**config.mk**
```make
export PLATFORM = sky130hd
export DESIGN_NAME = ext_status_ring_page_regs
export DESIGN_NICKNAME = d
export VERILOG_FILES = /design/src/hdl/ext_regs_pkg.sv /design/src/hdl/ext_status_ring_page_regs.sv
export SDC_FILE = /design/constraint.sdc
export NUM_CORES = 1
export LEC_CHECK = 0
export ABC_AREA = 1
export BUFFER_PORTS_ARGS = -buffer_cell sky130_fd_sc_hd__clkbuf_2
export CAP_MARGIN = 10
export CORE_ASPECT_RATIO = 0.9
export CORE_MARGIN = 2
export CORE_UTILIZATION = 59
export CTS_CLUSTER_DIAMETER = 60
export CTS_CLUSTER_SIZE = 20
export DETAILED_ROUTE_END_ITERATION = 10
export PLACE_DENSITY = 0.77
export SYNTH_ARGS = -nofsm -noshare
export SYNTH_HDL_FRONTEND = slang
export SYNTH_SLANG_ARGS = --single-unit
```
**constraint.sdc**
```tcl
create_clock -name clk -period 2.94 [get_ports clk]
set_input_delay 0.147 -clock clk [delete_from_list [all_inputs] [get_ports clk]]
set_output_delay 0.147 -clock clk [all_outputs]
set_load 0.005 [all_outputs]
```
**src/hdl/ext_regs_pkg.sv**
```systemverilog
package ext_regs_pkg;

  // Register indices; byte address is four times the index
  localparam logic [4:0] IDX_PCS_CTL = 5'h10;
  localparam logic [4:0] IDX_INT_MASK = 5'h1C;
  localparam logic [4:0] IDX_INT_STATUS = 5'h1D;
  localparam logic [4:0] IDX_RING_CTL = 5'h1E;
  localparam logic [4:0] IDX_PAGE_SEL = 5'h1F;
  localparam logic [4:0] IDX_EXT_FIRST = 5'h10;
  localparam logic [4:0] IDX_EXT_LAST = 5'h1E;

  // Page select values
  localparam logic [15:0] PAGE_MAIN = 16'h0000;
  localparam logic [15:0] PAGE_EXT2 = 16'h0002;
  localparam logic [15:0] PAGE_EXT3 = 16'h0003;

  // Interrupt status and mask positions
  localparam int INT_MEM_RING_BIT = 10;
  localparam int INT_SWITCH_DONE_BIT = 4;
  localparam int INT_EEE_MSB = 3;
  localparam logic [15:0] INT_VALID_MASK = 16'h041F;

  // Ring control positions
  localparam int RING_STARTUP_BIT = 15;
  localparam int RING_ADVERTISE_BIT = 14;
  localparam int RING_PARTNER_ADV_BIT = 13;
  localparam int RING_FORCE_BIT = 12;
  localparam int RING_ROLE_LSB = 4;
  localparam int RING_START_BIT = 0;

  // Serializer PCS control positions
  localparam int PCS_DISABLE_BIT = 15;
  localparam int PCS_RESTART_BIT = 14;
  localparam int PCS_PARALLEL_DETECT_BIT = 13;

  // Reset value and timing-role codes
  localparam logic [15:0] RESET_WORD = 16'h0000;
  localparam logic [1:0] ROLE_SLAVE_CODE = 2'h0;
  localparam logic [1:0] ROLE_S2M_CODE = 2'h2;
  localparam logic [1:0] ROLE_MASTER_CODE = 2'h3;
  localparam logic [1:0] ROLE_M2S_CODE = 2'h1;

  // Cycles a timing-role switchover takes to settle
  localparam int SWITCHOVER_CYCLES = 16;

  typedef enum logic [1:0] {
    ROLE_SLAVE,
    ROLE_SLAVE_TO_MASTER,
    ROLE_MASTER,
    ROLE_MASTER_TO_SLAVE
  } timing_role_t;

  typedef struct packed {
    logic startup_en;
    logic advertise;
    logic force_en;
  } ring_ctl_t;

  typedef struct packed {
    logic if_disable;
    logic if_restart;
    logic parallel_detect;
  } pcs_ctl_t;

endpackage

```
**src/hdl/ext_status_ring_page_regs.sv**
```systemverilog
// Notes on behaviour
// - Status bit 10 flags pending memory-integrity ring interrupt, clears when read.
// - Status bit 4 flags pending switchover-complete interrupt, clears when read.
// - Status bits 3:0 flag EEE events, each clears when read.
// - Ring bit 15 is sticky startup enable, the master timing-role enable, reset 0.
// - Ring bit 14 is sticky; advertises ring capability in autonegotiation.
// - Ring bit 13 reads whether link partner advertised ring capability.
// - Ring bit 12 is sticky; forces ring resiliency regardless of autonegotiation.
// - Ring bits 5:4 give role: 00 slave, 10 to master, 11 master, 01 to slave.
// - Steady roles follow autonegotiated master/slave result at link-up.
// - Writing 1 to ring bit 0 starts switchover, only when none in progress.
// - Writing 0x0003 to index 31 selects the page-3 register set.
// - With page 3 selected, indices 16-30 reach page-3 registers.
// - Indices 0-15 always reach standard registers.
// - Writing 0x0000 to index 31 restores main mapping of indices 16-30.
// - PCS bit 15 disables MAC interface while media link is down.
// - PCS bit 14 restarts MAC interface on every media link change.
// - PCS bit 13 enables parallel detection in MAC autonegotiation.
// - Mask register has sticky enable bit per status bit, same position.
`timescale 1ns/100ps
module ext_status_ring_page_regs
  import ext_regs_pkg::*;
#(
  parameter int ADDR_W = 12,
  parameter int SWITCH_CYCLES = SWITCHOVER_CYCLES
) (
  input wire logic clk,
  input wire logic resetn,
  input wire logic soft_reset,
  input wire logic psel,
  input wire logic penable,
  input wire logic pwrite,
  input wire logic [ADDR_W-1:0] paddr,
  input wire logic [31:0] pwdata,
  output logic [31:0] prdata,
  output logic pready,
  output logic pslverr,
  input wire logic mem_ring_event,
  input wire logic [3:0] eee_events,
  input wire logic link_partner_ring_adv,
  input wire logic an_master_resolved,
  input wire logic copper_link_up,
  input wire logic media_link_up,
  output logic ring_startup_en,
  output logic ring_advertise,
  output logic ring_force,
  output logic [1:0] timing_role,
  output logic ring_switchover_active,
  output logic mac_if_disable,
  output logic mac_if_restart,
  output logic parallel_detect_en,
  output logic [15:0] ext_int_mask
);

  localparam int CNT_W = $clog2(SWITCH_CYCLES + 1);
  localparam logic [CNT_W-1:0] SWITCH_LAST = CNT_W'(SWITCH_CYCLES - 1);

  logic [15:0] page_reg;
  logic [15:0] std_reg [0:30];
  logic [15:0] int_status_reg;
  logic [15:0] int_mask_reg;
  ring_ctl_t ring_reg;
  pcs_ctl_t pcs_reg;
  logic start_reg;
  logic partner_adv_reg;
  timing_role_t role_reg;
  logic [CNT_W-1:0] switch_cnt_reg;
  logic copper_prev_reg;
  logic media_prev_reg;
  logic pready_reg;
  logic [31:0] prdata_reg;
  logic pslverr_reg;

  logic [4:0] idx;
  logic mapped;
  logic in_ext;
  logic hit_std;
  logic hit_page;
  logic hit_mask;
  logic hit_status;
  logic hit_ring;
  logic hit_pcs;
  logic access_wait;
  logic access_done;
  logic wr_done;
  logic rd_done;
  logic [15:0] rd_word;
  logic [1:0] role_code;
  logic role_steady;
  logic switch_done;
  logic [15:0] int_events;

  // Two-cycle access: first access cycle latches read data, second completes
  assign access_wait = psel && penable && !pready_reg;
  assign access_done = psel && penable && pready_reg;
  assign idx = paddr[6:2];
  assign mapped = (paddr[ADDR_W-1:7] == '0);
  assign wr_done = access_done && pwrite && mapped && !pslverr_reg;
  assign rd_done = access_done && !pwrite && mapped && !pslverr_reg;

  assign in_ext = (idx >= IDX_EXT_FIRST) && (idx <= IDX_EXT_LAST);
  assign hit_std = (idx != IDX_PAGE_SEL) && (!in_ext || page_reg == PAGE_MAIN);
  assign hit_page = (idx == IDX_PAGE_SEL);
  assign hit_mask = in_ext && page_reg == PAGE_EXT2 && idx == IDX_INT_MASK;
  assign hit_status = in_ext && page_reg == PAGE_EXT2 && idx == IDX_INT_STATUS;
  assign hit_ring = in_ext && page_reg == PAGE_EXT2 && idx == IDX_RING_CTL;
  assign hit_pcs = in_ext && page_reg == PAGE_EXT3 && idx == IDX_PCS_CTL;

  always_comb begin
    role_code = ROLE_SLAVE_CODE;
    unique case (role_reg)
      ROLE_SLAVE: role_code = ROLE_SLAVE_CODE;
      ROLE_SLAVE_TO_MASTER: role_code = ROLE_S2M_CODE;
      ROLE_MASTER: role_code = ROLE_MASTER_CODE;
      ROLE_MASTER_TO_SLAVE: role_code = ROLE_M2S_CODE;
    endcase
  end

  assign role_steady = (role_reg == ROLE_SLAVE) || (role_reg == ROLE_MASTER);
  assign switch_done = !role_steady && (switch_cnt_reg == SWITCH_LAST);

  always_comb begin
    rd_word = RESET_WORD;
    if (hit_page) begin
      rd_word = page_reg;
    end else if (hit_std) begin
      rd_word = std_reg[idx];
    end else if (hit_mask) begin
      rd_word = int_mask_reg & INT_VALID_MASK;
    end else if (hit_status) begin
      rd_word = int_status_reg & INT_VALID_MASK;
    end else if (hit_ring) begin
      rd_word[RING_STARTUP_BIT] = ring_reg.startup_en;
      rd_word[RING_ADVERTISE_BIT] = ring_reg.advertise;
      rd_word[RING_PARTNER_ADV_BIT] = partner_adv_reg;
      rd_word[RING_FORCE_BIT] = ring_reg.force_en;
      rd_word[RING_ROLE_LSB +: 2] = role_code;
      rd_word[RING_START_BIT] = start_reg;
    end else if (hit_pcs) begin
      rd_word[PCS_DISABLE_BIT] = pcs_reg.if_disable;
      rd_word[PCS_RESTART_BIT] = pcs_reg.if_restart;
      rd_word[PCS_PARALLEL_DETECT_BIT] = pcs_reg.parallel_detect;
    end
  end

  // Bus answer; out-of-window addresses error and read zero
  always_ff @(posedge clk) begin
    if (!resetn) begin
      pready_reg <= 1'b0;
      prdata_reg <= 32'h00000000;
      pslverr_reg <= 1'b0;
    end else begin
      pready_reg <= access_wait;
      if (access_wait) begin
        prdata_reg <= mapped && !pwrite ? {16'h0000, rd_word} : 32'h00000000;
        pslverr_reg <= !mapped;
      end else if (access_done) begin
        pslverr_reg <= 1'b0;
      end
    end
  end

  // Page select is not sticky, so a soft reset returns to main mapping
  always_ff @(posedge clk) begin
    if (!resetn || soft_reset) begin
      page_reg <= PAGE_MAIN;
    end else if (wr_done && hit_page) begin
      page_reg <= pwdata[15:0];
    end
  end

  // Stand-in storage for the standard register space
  always_ff @(posedge clk) begin
    if (!resetn || soft_reset) begin
      for (int i = 0; i < 31; i++) begin
        std_reg[i] <= RESET_WORD;
      end
    end else if (wr_done && hit_std) begin
      std_reg[idx] <= pwdata[15:0];
    end
  end

  always_ff @(posedge clk) begin
    if (!resetn) begin
      int_mask_reg <= RESET_WORD;
    end else if (wr_done && hit_mask) begin
      int_mask_reg <= pwdata[15:0] & INT_VALID_MASK;
    end
  end

  always_comb begin
    int_events = RESET_WORD;
    int_events[INT_MEM_RING_BIT] = mem_ring_event;
    int_events[INT_SWITCH_DONE_BIT] = switch_done;
    int_events[INT_EEE_MSB:0] = eee_events;
  end

  // clear only what was returned; a new event wins
  always_ff @(posedge clk) begin
    if (!resetn) begin
      int_status_reg <= RESET_WORD;
    end else if (rd_done && hit_status) begin
      int_status_reg <= ((int_status_reg & ~prdata_reg[15:0]) | int_events) & INT_VALID_MASK;
    end else begin
      int_status_reg <= (int_status_reg | int_events) & INT_VALID_MASK;
    end
  end

  always_ff @(posedge clk) begin
    if (!resetn) begin
      ring_reg <= '0;
    end else if (wr_done && hit_ring) begin
      ring_reg.startup_en <= pwdata[RING_STARTUP_BIT];
      ring_reg.advertise <= pwdata[RING_ADVERTISE_BIT];
      ring_reg.force_en <= pwdata[RING_FORCE_BIT];
    end
  end

  always_ff @(posedge clk) begin
    if (!resetn) begin
      partner_adv_reg <= 1'b0;
    end else begin
      partner_adv_reg <= link_partner_ring_adv;
    end
  end

  // start accepted only from a steady role, then self-clears
  always_ff @(posedge clk) begin
    if (!resetn) begin
      start_reg <= 1'b0;
    end else if (wr_done && hit_ring && pwdata[RING_START_BIT] && role_steady && !start_reg) begin
      start_reg <= 1'b1;
    end else begin
      start_reg <= 1'b0;
    end
  end

  // Starts low: a link already up after reset counts as a fresh link-up
  always_ff @(posedge clk) begin
    if (!resetn) begin
      copper_prev_reg <= 1'b0;
    end else begin
      copper_prev_reg <= copper_link_up;
    end
  end

  // Link-up result overrides a switchover that is still settling
  always_ff @(posedge clk) begin
    if (!resetn) begin
      role_reg <= ROLE_SLAVE;
      switch_cnt_reg <= '0;
    end else if (copper_link_up && !copper_prev_reg) begin
      role_reg <= an_master_resolved ? ROLE_MASTER : ROLE_SLAVE;
      switch_cnt_reg <= '0;
    end else begin
      unique case (role_reg)
        ROLE_SLAVE: begin
          switch_cnt_reg <= '0;
          if (start_reg) begin
            role_reg <= ROLE_SLAVE_TO_MASTER;
          end
        end
        ROLE_MASTER: begin
          switch_cnt_reg <= '0;
          if (start_reg) begin
            role_reg <= ROLE_MASTER_TO_SLAVE;
          end
        end
        ROLE_SLAVE_TO_MASTER: begin
          switch_cnt_reg <= switch_cnt_reg + CNT_W'(1);
          if (switch_done) begin
            role_reg <= ROLE_MASTER;
          end
        end
        ROLE_MASTER_TO_SLAVE: begin
          switch_cnt_reg <= switch_cnt_reg + CNT_W'(1);
          if (switch_done) begin
            role_reg <= ROLE_SLAVE;
          end
        end
      endcase
    end
  end

  always_ff @(posedge clk) begin
    if (!resetn) begin
      pcs_reg <= '0;
    end else if (wr_done && hit_pcs) begin
      pcs_reg.if_disable <= pwdata[PCS_DISABLE_BIT];
      pcs_reg.if_restart <= pwdata[PCS_RESTART_BIT];
      pcs_reg.parallel_detect <= pwdata[PCS_PARALLEL_DETECT_BIT];
    end
  end

  // Previous media level for change detection
  always_ff @(posedge clk) begin
    if (!resetn) begin
      media_prev_reg <= 1'b0;
    end else begin
      media_prev_reg <= media_link_up;
    end
  end

  // MAC interface controls, each a flop so outputs stay glitch free
  always_ff @(posedge clk) begin
    if (!resetn) begin
      mac_if_disable <= 1'b0;
      mac_if_restart <= 1'b0;
      parallel_detect_en <= 1'b0;
    end else begin
      mac_if_disable <= pcs_reg.if_disable && !media_link_up;
      mac_if_restart <= pcs_reg.if_restart && (media_link_up != media_prev_reg);
      parallel_detect_en <= pcs_reg.parallel_detect;
    end
  end

  always_ff @(posedge clk) begin
    if (!resetn) begin
      ring_startup_en <= 1'b0;
      ring_advertise <= 1'b0;
      ring_force <= 1'b0;
    end else begin
      ring_startup_en <= ring_reg.startup_en;
      ring_advertise <= ring_reg.advertise;
      ring_force <= ring_reg.force_en;
    end
  end

  // code and flag from one state, so they never disagree
  always_ff @(posedge clk) begin
    if (!resetn) begin
      timing_role <= ROLE_SLAVE_CODE;
      ring_switchover_active <= 1'b0;
    end else begin
      timing_role <= role_code;
      ring_switchover_active <= !role_steady;
    end
  end

  // mask copy for the interrupt combiner outside
  always_ff @(posedge clk) begin
    if (!resetn) begin
      ext_int_mask <= RESET_WORD;
    end else begin
      ext_int_mask <= int_mask_reg;
    end
  end

  assign prdata = prdata_reg;
  assign pready = pready_reg;
  assign pslverr = pslverr_reg;

endmodule

```
==> results.ini, run 1 <==
[outcome]
status = completed

[worst_hold_path]
whs_endpoint = int_mask_reg[2]
worstHoldPathCells = 5
worstHoldStart = pwrite
min_path_type = input port to register

[synth]
synth-edff-count = 512
async_reset_ff_share_pct = 0
synth.cell_area_um2 = 26100
yosysWarnings = 0
yosysSeqAreaShare_pct = 64.8
synthCells = 2787
ys.flop_type = edfxtp_1
syn_avg_cell_area_um2 = 9.38
synth-seq-cells = 590
synth_cell_types = 35

[floorplanning]
die_h_um = 204
core-area_um2 = 43900
rows = 73
die-width_um = 226
initial_core_util_pct = 59.5
dieArea_um2 = 46000
ios = 118

[worst_setup_path]
startpoint_type = register
worstPathArrival_ns = 3.03
r2r_setup_slack_ns = 0.22
end_kind = register
regToRegStartpoint = page_reg[6]
cp_max_fo = 11
required_ns = 3.24
reg2reg_depth = 12
r2r-end = std_reg[2][5]
critPathKind = register to register

[detailed_routing]
via_per_inst = 5.71
drt_iter0_drc = 2795
first_pass_iters = 7
ant_nets = 0
vias = 20200
wire_per_inst_um = 20.8
wl_mm = 73.7
drcViolationCount = 0

[timing]
setup_slack_ns = 0.217
fmax_ghz = 0.367
drv_slew = 0
finalSetupTns_ns = 0
rsz0062_at_grt = false
fin_crit_sh_pct = 92.6
slew_headroom_pct = 36.3
setup_viol = 0
finalHoldViolations = 0
worst_slew_pin_slew_ns = 0.949
fin_crit_ns = 2.72
skew_ns = 0.0347

[layout]
final_util_pct = 66.8
syn2layout_area_growth_pct = 12.3
largest_register_ffs = 512
antenna_cells = 0
layout.nets = 2979
drive_gt1_share_pct = 11.2
final_common_cell = nor2_1
layout_common_cells = 1026 x nor2_1, 516 x nand2_1, 512 x edfxtp_1

[global_route]
grt_max_degree = 97
grt_pass1_wl_mm = 111
grt_overflow_total = 0
antenna_found_initial = 0
grt_pass1_vias = 19300
track_usage_pct = 32.6

[cts]
root_buffer = clkbuf_16
clock_latency_ns = 0.60
cts.sinks = 590
tritoncts = done
clkTransAtPathRegs_ns = 0.08
cts.path.max_buffers = 3
cts-htree-levels = 2
cts_resized = 0
ctsHoldBuffers = 30
post-cts-setup-buffers = 0
cts_buffers = 41

[power]
p_comb_share_pct = 8.9
p_per_area_nw_per_um2 = 569
p_seq_share_pct = 56.7
internal-power_uw = 12600
power.switching_uw = 4140
vdd_drop_max_mv = 0.530
power_leakage_uw = 0.0132
power.share.clock_pct = 34.4
switching_share_pct = 24.8

[placed_design]
place_hpwl_mm = 47.5
place_worst_setup_slack_ns = 0.274
portBuffers = 73
place_congestion = 0.949

[flow_run]
cap_viol_max_count = 0

==> per-stage QoR <==
stage          power, uW  hold WS [ns]  cell area [um2]  instances
6_report           16700        0.0614            29400       3539
5_1_grt            17200        0.0650            29400       3539
4_1_cts            16700        0.0194            29400       3539
3_5_place_dp       11100         0.355            27800       3441
3_3_place_gp       11000         0.343            27800       3441
2_1_floorplan      10500         0.226            26300       2828
==> Yosys cell counts, types with 2 or more instances <==
| master | n | area share [%] |
|---|---|---|
| a211oi_1 | 2 | 0.057 |
| a21oi_1 | 63 | 1.2 |
| buf_1 | 30 | 0.43 |
| buf_2 | 42 | 0.80 |
| buf_4 | 26 | 0.75 |
| clkbuf_1 | 98 | 1.4 |
| clkinv_1 | 6 | 0.086 |
| dfxtp_1 | 78 | 6.0 |
| edfxtp_1 | 512 | 59 |
| ha_1 | 6 | 0.29 |
| inv_1 | 131 | 1.9 |
| nand2_1 | 518 | 7.4 |
| nand2_2 | 19 | 0.45 |
| nand2_4 | 16 | 0.69 |
| nand3_1 | 44 | 0.84 |
| nand4_1 | 5 | 0.12 |
| nor2_1 | 1029 | 15 |
| nor2_8 | 4 | 0.31 |
| nor3_1 | 10 | 0.19 |
| nor4_1 | 2 | 0.048 |
| o211ai_1 | 3 | 0.086 |
| o21ai_0 | 64 | 1.2 |
| o21bai_1 | 2 | 0.057 |
| o22a_1 | 15 | 0.50 |
| o22ai_1 | 52 | 1.2 |
==> kinds of logic after synthesis <==
| family | share of synthesized area [%] |
|---|---|
| buffers and inverters | 5.40 |
| AO/OA/AOI/OAI | 4.47 |
| other | 0.0144 |
| AND/OR/NAND/NOR | 25.0 |
| adder cells (fa/ha/maj) | 0.287 |
| flip-flops | 64.8 |
==> worst max-delay path by stage <==
stage / from / end / slack (ns) / cells past startpoint
2_1_floorplan: page_reg[8] / std_reg[0][0] / 0.47 / 12
3_3_place_gp: paddr[3] / prdata[12] / 0.28 / 14
3_5_place_dp: paddr[3] / prdata[12] / 0.27 / 14
4_1_cts: page_reg[6] / std_reg[6][12] / 0.28 / 12
5_1_grt: page_reg[15] / std_reg[2][14] / 0.1 / 12
6_report: page_reg[6] / std_reg[2][5] / 0.22 / 12
==> area by class of cell <==
type                    count  area (um2)
repair buffers            239        1860
well taps                 600         751
inverters                 139         524
multi-input cells        1903        8000
fillers                  3363       14600
flip-flops and latches    590       16900
clock buffers              45        1060
clock inverters            23         216
==> metal layers <==
layer,track usage [%],up-vias,wire [um]
met1,44.8,9621,27000
met5,0,-,0
met2,51.2,1240,34300
met4,14.7,0,3360
li1,-,9181,-
met3,5.94,171,9130
==> critical path: stages, from the launching register on <==
cell and delay, ns:
dfxtp_1 0.33, nor2_1 0.21, nand2_1 0.11, nor2_1 0.11, nand2_1 0.07, nand2_2 0.14
nand2_2 0.11, nor3_2 0.23, inv_4 0.15, nor2_8 0.42, nand2_4 0.08, nand2_1 0.28
buf_12 0.19
==> power by group through the flow <==
| stage | registers (uW) | clock network, uW | logic [uW] |
|---|---|---|---|
| 4_1_cts | 9470 | 5760 | 1450 |
| 3_3_place_gp | 9640 | 0 | 1380 |
| 6_report | 9470 | 5740 | 1490 |
| 2_1_floorplan | 9630 | 0 | 834 |
| 5_1_grt | 9490 | 6060 | 1600 |
| 3_5_place_dp | 9660 | 0 | 1410 |
Power figures use the tool's default switching activity.
==> run 2: changes to the inputs <==
--- a/config.mk
+++ b/config.mk
@@ -5,7 +5,6 @@
 export SDC_FILE = /design/constraint.sdc
 export NUM_CORES = 1
 export LEC_CHECK = 0
-export ABC_AREA = 1
 export BUFFER_PORTS_ARGS = -buffer_cell sky130_fd_sc_hd__clkbuf_2
 export CAP_MARGIN = 10
 export CORE_ASPECT_RATIO = 0.9
==> run 2 against run 1 <==
  * Worst hold slack lost 0.039 ns
  * Sequential power hardly changed
  * Sequential cell count did not move
  * First-iteration DRC count down 7.5%
  * Clock power about the same
  * Combinational power down 11%
  * Global-route usage down 1.0 points
  * Synthesized cell count fell by 28%
  * Critical path depth decreased by 5
  * Synthesized area increased by 2.2%
  * Critical endpoint is now std_reg[13][4]
==> results.ini, run 2 <==
[detailed_routing]
drt_iter0_drc = 2586  ; -7.5%
ant_nets = 0  ; unchanged
vias = 17300  ; -14%
first_pass_iters = 8  ; +1
drcViolationCount = 0  ; unchanged
via_per_inst = 6.23  ; +9.1%
wire_per_inst_um = 26.1  ; +25%
wl_mm = 72.6  ; -1.5%

[layout]
drive_gt1_share_pct = 19.8  ; +8.7 points
final_common_cell = edfxtp_1
syn2layout_area_growth_pct = 12.8
finalNonFillerCells = 2780  ; -21%
final_util_pct = 67.9  ; +1.0 points
layout.nets = 2222  ; -25%
largest_register_ffs = 512  ; unchanged
fillers = 3148  ; -6.4%
layout_common_cells = 512 x edfxtp_1, 511 x and2_1, 161 x buf_4
antenna_cells = 0  ; unchanged

[worst_setup_path]
cp_max_fo = 11  ; unchanged
end_kind = register
r2r_setup_slack_ns = 0.22  ; about the same
required_ns = 3.22  ; -0.02 ns
worstPathArrival_ns = 3.01  ; -0.02 ns
critPathKind = register to register
regToRegStartpoint = page_reg[6]
crit_path_end = std_reg[13][4]
r2r-end = std_reg[13][4]
startpoint_type = register
critPathLaunch = page_reg[6]
reg2reg_depth = 7  ; -5

[cts]
cts.sinks = 590  ; unchanged
cts.path.max_buffers = 3  ; unchanged
tritoncts = done
root_buffer = clkbuf_16
clock_latency_ns = 0.59  ; about the same
cts_buffers = 40  ; -2.4%
clkTransAtPathRegs_ns = 0.08  ; about the same
cts-htree-levels = 2  ; unchanged

[power]
vdd_drop_max_mv = 0.466  ; -12%
p_per_area_nw_per_um2 = 549  ; -3.5%
power_leakage_uw = 0.0119  ; -9.8%
power_uw = 16500  ; -0.98%

[synth]
syn_avg_cell_area_um2 = 13.4  ; +43%
synth-seq-cells = 590  ; unchanged
synth_cell_types = 59  ; +69%
synth.area.top_cells = edfxtp_1 58%, and2_1 12%, mux4_2 5.9%, dfxtp_1 5.8%, mux2i_1 3.4%
synth.cell_area_um2 = 26700  ; +2.2%
ys.flop_type = edfxtp_1
yosysWarnings = 0  ; unchanged
synthTopCellsByCount = 512 x edfxtp_1, 511 x and2_1, 126 x clkbuf_1, 90 x mux2i_1, 90 x nand2_1
yosysMostFrequentCell = edfxtp_1
synth-edff-count = 512  ; unchanged
async_reset_ff_share_pct = 0  ; unchanged
synth_top_area_cell = edfxtp_1
yosysSeqAreaShare_pct = 63.4  ; -1.4 points
synthCells = 1995  ; -28%
synth_top_area_share_pct = 57.6  ; -1.2 points

[flow_run]
cap_viol_max_count = 0  ; unchanged

[global_route]
antenna_found_initial = 2  ; +2
track_usage_pct = 31.6  ; -1.0 points
grt_pass1_vias = 16900  ; -13%
grt_max_degree = 53  ; -45%
grt_pass1_wl_mm = 108  ; -2.9%
grt_overflow_total = 0  ; unchanged

[timing]
fin_crit_sh_pct = 92.6  ; about the same
setup_viol = 0  ; unchanged
fin_crit_ns = 2.72  ; +0.000575 ns
fin_hold_ws_ns = 0.0228  ; -0.0386 ns
slew_headroom_pct = 30.4  ; -5.9 points
drv_slew = 0  ; unchanged
setup_slack_ns = 0.216  ; -0.000575 ns
finalHoldViolations = 0  ; unchanged
fmax_ghz = 0.367  ; about the same
skew_ns = 0.0212  ; -0.0135 ns
rsz0062_at_grt = false
worst_slew_pin_slew_ns = 1.04  ; +0.0949 ns

[placed_design]
place_congestion = 0.999  ; +5.2%
place_worst_setup_slack_ns = -0.0617  ; -0.335 ns
dp_cells = 2703  ; -21%
place_hpwl_mm = 48.1  ; +1.2%
portBuffers = 73  ; unchanged

[floorplanning]
die-width_um = 228  ; +1.1%
core-area_um2 = 44400  ; +1.0%
die_h_um = 206  ; +1.1%
initial_core_util_pct = 60.1  ; +0.66 points
dieArea_um2 = 47000  ; +2.1%
ios = 118  ; unchanged
rows = 73  ; unchanged

[outcome]
status = completed

[worst_hold_path]
min_path_type = input port to register

## run 2: changes by cell type after synthesis, moves of 28 or more
cell and change:
and2_1 +511, clkbuf_1 +28, inv_1 -121, mux2_2 +33, mux2i_1 +90, mux4_2 +70
nand2_1 -428, nor2_1 -957
## run 2: per-stage QoR
stage               area [um2]  setup TNS (ns)
floorplan                26900          -26.10
global placement         28700           -1.20
detailed placement       28700           -2.53
CTS                      30100               0
global route             30100               0
finish                   30100               0
## run 2: cell families (layout without fill, tap and decap cells)
family	Yosys count	after routing	share of synthesized area, %
AO/OA/AOI/OAI	211	211	5.05
XOR/XNOR	3	3	0.0984
adder cells (fa/ha/maj)	6	6	0.281
buffers and inverters	190	334	3.13
flip-flops	590	590	63.4
multiplexers	193	193	10.7
other	1	42	0.0140
AND/OR/NAND/NOR	801	801	17.3
## run 2: area by class of cell
class | instances | area, um2 | area share [%]
clock buffer | 44 | 1050 | 3.48
clock inverter | 21 | 228 | 0.756
inverter | 10 | 37.5 | 0.125
multi-input combinational | 1256 | 9140 | 30.3
sequential | 590 | 16900 | 56.2
tap | 600 | 751 | 2.49
timing repair buffer | 259 | 1980 | 6.57
## run 2: routing by layer
| layer | wire length [um] | share of wire [%] | GRT usage, % | vias to the layer above |
|---|---|---|---|---|
| met5 | 14 | 0.019 | 0 | - |
| met4 | 2970 | 4.1 | 13.1 | 2 |
| met3 | 8300 | 11 | 5.79 | 159 |
| met2 | 32300 | 44 | 47.8 | 1004 |
| met1 | 29000 | 40 | 45.7 | 8640 |
| li1 | - | - | - | 7511 |
## run 2: critical path, stage by stage (launching register included)
cell and delay [ns]:
dfxtp_1 0.35, or4_1 0.56, o41a_1 0.49, nor3_4 0.24
nand3b_2 0.12, buf_4 0.21, o21ai_1 0.18, buf_4 0.25
## run 2: worst min path at each step
stage	startpoint	endpoint	slack, ns	cells past startpoint
floorplan	media_link_up	mac_if_disable	0.22	1
global placement	media_link_up	mac_if_disable	0.35	2
detailed placement	media_link_up	mac_if_disable	0.35	2
CTS	resetn	prdata[15]	0.001	4
global route	resetn	prdata[0]	0.04	4
finish	resetn	prdata[13]	0.02	4
## run 2: power breakdown
part | leakage, uW | total, uW | switching [uW] | internal (uW)
sequential | 0.00632 | 9450 | 91.3 | 9360
combinational | 0.00497 | 1330 | 869 | 465
clock | 0.000630 | 5740 | 2890 | 2850
total | 0.0119 | 16500 | 3850 | 12700
## run 2: timing repair
action                                  CTS  global route
endpoints found under the setup margin    0           102
gates resized for setup                   0             6
buffers inserted                          0             0
hold buffers                             12             0
hold endpoints to repair                 14             0
